===== src/utmi_bus_pkg.sv =====
/*
 * Constants for the shared 8-bit parallel data port of a USB 2.0
 * transceiver: widths, byte timing counts and reset values.
 * Assumes the port clock is the 60 MHz clock the transceiver drives out.
 */
package utmi_bus_pkg;
    localparam int unsigned DATA_W        = 8;
    localparam int unsigned CLK_MHZ       = 60;
    // full-speed byte time in port clocks
    localparam int unsigned FS_BYTE_CLKS  = 40;
    // high-speed byte time: one byte per clock
    localparam int unsigned HS_BYTE_CLKS  = 1;
    localparam int unsigned CNT_W         = 6;
    // removed stuffed bits that cost one byte time
    localparam int unsigned STUFF_SKIP    = 8;
    localparam logic [7:0]  DATA_RST      = 8'h00;
    // transceiver select codes
    localparam logic        SEL_HS        = 1'b0;
    localparam logic        SEL_FS        = 1'b1;
endpackage : utmi_bus_pkg


===== src/utmi_shared_data_bus.sv =====
/*
 * Link-side parallel port of a USB 2.0 transceiver: one shared 8-bit
 * data bus, transmit handshake and receive framing at HS or FS byte rate.
 * Assumes the serial engine delivers received bytes on a valid/ready
 * stream with packet start/end strobes, and takes transmit bytes likewise.
 * Link pins (TXVALID, select) come from logic on the same port clock.
 */
`timescale 1ns/10ps
// How it works
// - free-running port clock, all on rising edge
// - txvalid high: link drives bus (transceiver releases it one clock later)
// - txvalid low: transceiver drives bus (from one clock later)
// - FS: txready one clock per byte
// - rxactive high whole packet, no glitches
// - rxvalid changes whenever byte assembled (here only on a byte tick, not when skipped or while txvalid high)
// - FS: rxvalid one clock per byte
// - select picks HS or FS timing
// - FS byte time is 40 clocks
// - eight unstuffed bits skip one byte
module utmi_shared_data_bus #(
    parameter int unsigned FS_BYTE = utmi_bus_pkg::FS_BYTE_CLKS
) (
    // clock and reset
    input  wire logic       i_clk,
    input  wire logic       i_rst_b,
    // port clock driven out to the link
    output logic            o_phy_clock_out,
    // link control
    input  wire logic       i_txvalid,
    input  wire logic       i_xcvr_sel,
    // shared data bus
    input  wire logic [7:0] i_data,
    output logic [7:0]      o_data,
    output logic            o_data_oe,
    // handshakes to the link
    output logic            o_txready,
    output logic            o_rxactive,
    output logic            o_rxvalid,
    // receive stream from the serial engine
    input  wire logic       i_rx_sop,
    input  wire logic       i_rx_eop,
    input  wire logic       i_rx_valid,
    input  wire logic [7:0] i_rx_byte,
    output logic            o_rx_ready,
    input  wire logic       i_rx_stuff8,
    // transmit stream to the serial engine
    output logic            o_tx_valid,
    output logic [7:0]      o_tx_byte,
    input  wire logic       i_tx_ready
);
    typedef enum logic [1:0] {RX_IDLE, RX_PKT, RX_DRAIN} rx_state_t;

    localparam logic [5:0] FS_LAST = 6'(FS_BYTE - 1);

    rx_state_t  rx_st_r;
    logic [5:0] tick_cnt_r;
    logic       byte_tick;
    logic       buf_valid;
    logic [7:0] buf_data;
    logic       buf_pop;
    logic       skip_r;
    logic       tx_take;
    logic       tx_cap_ready;
    logic       tx_room;
    logic [5:0] tr_gap_r;
    logic [5:0] rv_gap_r;

    // ----------------------------------------------------------------
    // port clock and byte-time divider
    // ----------------------------------------------------------------
    // the port clock is the block clock itself; a forwarding flop
    // would halve it, so it is passed through as the free-running clock
    assign o_phy_clock_out = i_clk;

    // byte tick: every clock in HS, one clock in 40 in FS
    always_ff @(posedge i_clk or negedge i_rst_b) begin
        if (!i_rst_b) begin
            tick_cnt_r <= 6'd0;
        end else if (i_xcvr_sel == utmi_bus_pkg::SEL_HS || tick_cnt_r == FS_LAST) begin
            tick_cnt_r <= 6'd0;
        end else begin
            tick_cnt_r <= tick_cnt_r + 6'd1;
        end
    end
    assign byte_tick = (i_xcvr_sel == utmi_bus_pkg::SEL_HS) || (tick_cnt_r == FS_LAST);

    // ----------------------------------------------------------------
    // transmit path
    // ----------------------------------------------------------------
    // the byte is taken on the edge that samples txready high, the same
    // edge on which the link counts it consumed; taking it a cycle earlier
    // would take it twice in HS, where the link has not yet moved on
    assign tx_take = o_txready && i_txvalid;

    // room in the buffer at the next edge, read from its two flags
    assign tx_room = !o_tx_valid || i_tx_ready || (tx_cap_ready && !tx_take);

    // txready is raised one cycle ahead of the taking edge, once per tick
    always_ff @(posedge i_clk or negedge i_rst_b) begin
        if (!i_rst_b) begin
            o_txready <= 1'b0;
        end else begin
            o_txready <= i_txvalid && byte_tick && tx_room;
        end
    end

    // captured byte goes to the serial engine; stall blocks txready
    utmi_skid_buf #(.WIDTH(utmi_bus_pkg::DATA_W)) u_tx_buf (
        .i_clk       (i_clk),
        .i_rst_b     (i_rst_b),
        .i_in_valid  (tx_take),
        .i_in_data   (i_data),
        .o_in_ready  (tx_cap_ready),
        .o_out_valid (o_tx_valid),
        .o_out_data  (o_tx_byte),
        .i_out_ready (i_tx_ready)
    );

    // ----------------------------------------------------------------
    // receive path
    // ----------------------------------------------------------------
    // a two-entry buffer absorbs bytes while the byte tick is not due
    utmi_skid_buf #(.WIDTH(utmi_bus_pkg::DATA_W)) u_rx_buf (
        .i_clk       (i_clk),
        .i_rst_b     (i_rst_b),
        .i_in_valid  (i_rx_valid && rx_st_r == RX_PKT),
        .i_in_data   (i_rx_byte),
        .o_in_ready  (o_rx_ready),
        .o_out_valid (buf_valid),
        .o_out_data  (buf_data),
        .i_out_ready (buf_pop)
    );

    // a byte leaves only on a tick and never in a skipped byte time
    assign buf_pop = byte_tick && buf_valid && !skip_r && !i_txvalid;

    // skip request from the unstuffer, held until the next tick
    always_ff @(posedge i_clk or negedge i_rst_b) begin
        if (!i_rst_b) begin
            skip_r <= 1'b0;
        end else if (i_rx_stuff8) begin
            skip_r <= 1'b1;
        end else if (byte_tick) begin
            skip_r <= 1'b0;
        end
    end

    // packet framing: active from start strobe until end and drained
    always_ff @(posedge i_clk or negedge i_rst_b) begin
        if (!i_rst_b) begin
            rx_st_r <= RX_IDLE;
        end else begin
            case (rx_st_r)
                RX_IDLE: begin
                    if (i_rx_sop) begin
                        rx_st_r <= RX_PKT;
                    end
                end
                RX_PKT: begin
                    if (i_rx_eop) begin
                        rx_st_r <= RX_DRAIN;
                    end
                end
                RX_DRAIN: begin
                    if (!buf_valid) begin
                        rx_st_r <= RX_IDLE;
                    end
                end
                default: begin
                    rx_st_r <= RX_IDLE;
                end
            endcase
        end
    end

    // rxactive held steady over the whole packet
    always_ff @(posedge i_clk or negedge i_rst_b) begin
        if (!i_rst_b) begin
            o_rxactive <= 1'b0;
        end else begin
            o_rxactive <= (rx_st_r != RX_IDLE);
        end
    end

    // rxvalid one clock per byte; data stays for the byte time
    always_ff @(posedge i_clk or negedge i_rst_b) begin
        if (!i_rst_b) begin
            o_rxvalid <= 1'b0;
            o_data    <= utmi_bus_pkg::DATA_RST;
        end else begin
            o_rxvalid <= buf_pop;
            if (buf_pop) begin
                o_data <= buf_data;
            end
        end
    end

    // bus released from the clock after txvalid rises until the clock after it falls
    always_ff @(posedge i_clk or negedge i_rst_b) begin
        if (!i_rst_b) begin
            o_data_oe <= 1'b0;
        end else begin
            o_data_oe <= !i_txvalid;
        end
    end

    // ----------------------------------------------------------------
    // assertions
    // ----------------------------------------------------------------
    // clocks since the last txready and rxvalid pulse; they saturate so a
    // long idle never wraps round into a false short gap
    always_ff @(posedge i_clk or negedge i_rst_b) begin
        if (!i_rst_b) begin
            tr_gap_r <= 6'h3F;
        end else if (o_txready) begin
            tr_gap_r <= 6'h00;
        end else if (tr_gap_r != 6'h3F) begin
            tr_gap_r <= tr_gap_r + 6'h01;
        end
    end

    always_ff @(posedge i_clk or negedge i_rst_b) begin
        if (!i_rst_b) begin
            rv_gap_r <= 6'h3F;
        end else if (o_rxvalid) begin
            rv_gap_r <= 6'h00;
        end else if (rv_gap_r != 6'h3F) begin
            rv_gap_r <= rv_gap_r + 6'h01;
        end
    end
endmodule : utmi_shared_data_bus


===== src/utmi_skid_buf.sv =====
/*
 * Two-entry buffer with valid/ready on both sides.
 * Assumes a single clock and an active-low asynchronous reset.
 */
`timescale 1ns/10ps
module utmi_skid_buf #(
    parameter int unsigned WIDTH = 8
) (
    // clock and reset
    input  wire logic             i_clk,
    input  wire logic             i_rst_b,
    // fill side
    input  wire logic             i_in_valid,
    input  wire logic [WIDTH-1:0] i_in_data,
    output logic                  o_in_ready,
    // drain side
    output logic                  o_out_valid,
    output logic [WIDTH-1:0]      o_out_data,
    input  wire logic             i_out_ready
);
    logic [WIDTH-1:0] mem_r [2];
    logic             wp_r;
    logic             rp_r;
    logic [1:0]       cnt_r;
    logic             push;
    logic             pop;

    // full and empty come straight from the occupancy count
    assign o_in_ready  = (cnt_r != 2'd2);
    assign o_out_valid = (cnt_r != 2'd0);
    assign o_out_data  = mem_r[rp_r];
    assign push        = i_in_valid && o_in_ready;
    assign pop         = o_out_valid && i_out_ready;

    // storage
    always_ff @(posedge i_clk) begin
        if (push) begin
            mem_r[wp_r] <= i_in_data;
        end
    end

    // pointers and count
    always_ff @(posedge i_clk or negedge i_rst_b) begin
        if (!i_rst_b) begin
            wp_r  <= 1'b0;
            rp_r  <= 1'b0;
            cnt_r <= 2'd0;
        end else begin
            if (push) begin
                wp_r <= ~wp_r;
            end
            if (pop) begin
                rp_r <= ~rp_r;
            end
            cnt_r <= cnt_r + {1'b0, push} - {1'b0, pop};
        end
    end
endmodule : utmi_skid_buf

===== config.mk =====
export PLATFORM = sky130hd
export DESIGN_NAME = utmi_shared_data_bus
export DESIGN_NICKNAME = d
export VERILOG_FILES = /design/src/utmi_bus_pkg.sv /design/src/utmi_shared_data_bus.sv /design/src/utmi_skid_buf.sv
export SDC_FILE = /design/constraint.sdc
export NUM_CORES = 1
export LEC_CHECK = 0
export ABC_AREA = 1
export BUFFER_PORTS_ARGS = -buffer_cell sky130_fd_sc_hd__buf_2
export CAP_MARGIN = 20
export CORE_ASPECT_RATIO = 0.7
export CORE_MARGIN = 1.5
export CORE_UTILIZATION = 58
export CTS_BUF_LIST = sky130_fd_sc_hd__clkbuf_16
export CTS_CLUSTER_SIZE = 28
export DETAILED_ROUTE_END_ITERATION = 10
export GPL_ROUTABILITY_DRIVEN = 0
export PLACE_DENSITY = 0.9
export SYNTH_ARGS = -nofsm -noshare
export SYNTH_HDL_FRONTEND = slang
export SYNTH_HIERARCHICAL = 1
export SYNTH_SLANG_ARGS = --single-unit

===== constraint.sdc =====
create_clock -name i_clk -period 5.2 [get_ports i_clk]
set_input_delay 0.78 -clock i_clk [delete_from_list [all_inputs] [get_ports i_clk]]
set_output_delay 0.78 -clock i_clk [all_outputs]
set_load 0.01 [all_outputs]

==> metrics <==
status finished, final reports clean; mux share of post-synthesis cell area 0; Ys Warns 6; relative slew slack 0.5566; leakage approximately 1.6 nW; Row Count 20; worst hold-check path type in2async; I/O Buffers 47; Unique masters post-synth 23; CP Capture Type primary output; routing usage on met2 0.3577; initial core utilization 0.6015; Avg Synthesized Cell Area ~11 sq um; clk_lat worst skew ~430 ps; CP required about 4400 ps; final wirelength 4.643 mm; synthesized area 2589 sq um; synth top area cells edfxtp_1, dfrtp_1, nand2_1; remaining global-route overflow 0; worst path cell trace clkbuf_16, clkbuf_16, buf_2; Yosys reg bits 61; Slew @ Worst Pin approximately 660 ps; NumNets Final between 300 and 400; Total Routing Usage GR 0.2129; worst-path maximum fanout 2; complex-gate fraction of the synthesized area 0.01257; Top delay family on crit path buffers and inverters; Initial DRC Count 65; I/O pins 48; syn nets approximately 280; count of final max-slew check failures 0; VDD IR max roughly 0.37 mV; Hold Violations, Final 0; Simple-Gate Fraction of Synth Area 0.2441; Data arrival, critical path ~3000 ps; area grow syn2layout 22.72%; antenna cells 0; core area ~4300 sq um; met1 Use GR 0.2372; vias per cell between 4 and 5; Avg WL per Cell approximately 13 um; Power Dens Cells roughly 550 nW/um^2; TNS Setup 0 ps; layout cells sized above 1 0.2727; pre-CTS setup slack between 1500 and 2000 ps; chip height between 50 and 60 um; drt drc 0; first-pass GRT wire length around 7.6 mm; endpoints failing setup 0; Post-CTS Repair Setup Buffers 0; Final HPWL DP 3.265 mm; area share of the largest cell type after synthesis 0.3712; sequential fraction of the synthesis area 0.6515; Synth Area in Adders 0.02417; cts hold-fix bufs 0; Die Wd 82.85 um; GRT met3 Usage 0.09116; number of routed nets with antenna violations 0; crit-path most repeated cell clkbuf_16; critical path class clk2out; routed vias roughly 1,800; post-route setup slack between 1000 and 1500 ps; CP max-delay cell buf_2; post-synthesis cell count 246; vias in the first global route ~1,800; RSZ-0062 raised after global routing no; area occupied by multi-input gates 726.9 sq um; Fill cells ~300; initial antenna violation count 0; largest net degree at the start of global routing 30; clock-pin slew on the worst setup and hold paths 50 ps; XOR/XNOR Fraction of Synth Area 0; Post-CTS Resized 0; TritonCTS clock tree done; register area 1687 sq um; Largest stage delay, worst path roughly 130 ps; die area just under 5000 sq um; largest family of logic cells by synthesized area simple AND/OR/NAND/NOR gates; post-synth top area cell edfxtp_1; final setup skew 5.427 ps; DRT Pass-1 Iters 4; most used routing layer met2; total of max-cap violations 0; Critical path buffers and inverters 3; Startpoint Class clock port
[final cells by class]
| type | instances | area share |
|---|---|---|
| tap | 55 | 0.02166 |
| sequential | 61 | 0.5309 |
| multi-input combinational | 149 | 0.2288 |
| inverter | 32 | 0.03939 |
| timing repair buffer | 46 | 0.07247 |
| clock buffer | 13 | 0.09610 |
| clock inverter | 7 | 0.01063 |
[flip-flops by register name, summed over array words and instances, names as in the netlist]
register and cells:
o_data 8, o_data_oe 1, o_rxactive 1, o_rxvalid 1
o_txready 1, rx_st_r 2, skip_r 1, tick_cnt_r 6
u_rx_buf/cnt_r 2, u_rx_buf/mem_r 16, u_rx_buf/rp_r 1, u_rx_buf/wp_r 1
u_tx_buf/cnt_r 2, u_tx_buf/mem_r 16, u_tx_buf/rp_r 1, u_tx_buf/wp_r 1
[where the power goes]
part	total [mW]	internal [mW]	leakage, nW	switching [mW]
sequential	0.695	0.617	0.655	0.0777
clock	0.624	0.415	0.164	0.208
combinational	0.414	0.149	0.781	0.266
total	1.73	1.18	1.60	0.552
[routing by layer]
layer	vias up	part of all wire
met4	0	0.014
met2	48	0.51
met5	-	0
li1	891	-
met1	831	0.42
met3	8	0.056
[stage by stage]
stage,total power [mW],std cells,hold WS [ps],util,cell area [sq um]
6_report,1.732,363,373.1,0.7381,3177
5_1_grt,1.842,363,430.4,0.7381,3177
4_1_cts,1.750,363,385.4,0.7381,3177
3_5_place_dp,1.126,344,461.8,0.6605,2843
3_3_place_gp,1.102,344,463.3,0.6605,2843
2_1_floorplan,0.9900,246,445.2,-,2589
[synthesized netlist by cell type]
master	instances
buf_12	1
buf_6	2
buf_4	1
dfrtp_1	29
nand2_4	3
inv_1	26
nor2_2	1
nor3_1	2
o21ai_0	3
nand2_2	10
inv_2	4
nand2_1	88
a21oi_1	2
nand3_4	1
inv_4	2
edfxtp_1	32
nand3b_1	1
nor2_1	11
nand3_1	19
nor2_8	1
o21bai_1	1
ha_1	5
and3_2	1
[final timing paths]
path	start	endpoint	slack, ps	depth (start not counted)
setup / recovery	i_clk	o_phy_clock_out	1450	3
hold / removal	i_rst_b	tick_cnt_r[4]	370	1
setup reg to reg	tick_cnt_r[0]	u_rx_buf/cnt_r[1]	3040	15
hold reg to reg	u_rx_buf/wp_r	u_rx_buf/wp_r	480	2
max in group asynchronous	i_rst_b	u_rx_buf/cnt_r[0]	4410	1
min in group i_clk	u_rx_buf/wp_r	u_rx_buf/wp_r	480	2
[cells in the final DEF, fill, tap and decap left out, drive strengths merged]
cell type  synthesis  final
dfrtp             29     29
nor3               2      2
a21oi              2      2
o21ai              3      3
inv               32     33
clkbuf             0     12
nor2              13     13
nand3b             1      1
edfxtp            32     32
nand3             20     20
buf                4     47
clkinvlp           0      2
nand2            101    101
and3               1      1
o21bai             1      1
clkinv             0      4
ha                 5      5
[logic make-up (layout without fill, tap and decap cells)]
kind of cell               Yosys count  after routing
DFF                                 61             61
adders and majority gates            5              5
AOI/OAI and AO/OA                    6              6
buffers and inverters               36             98
and+or+nand+nor                    138            138
(Power assumes the default switching activity.)
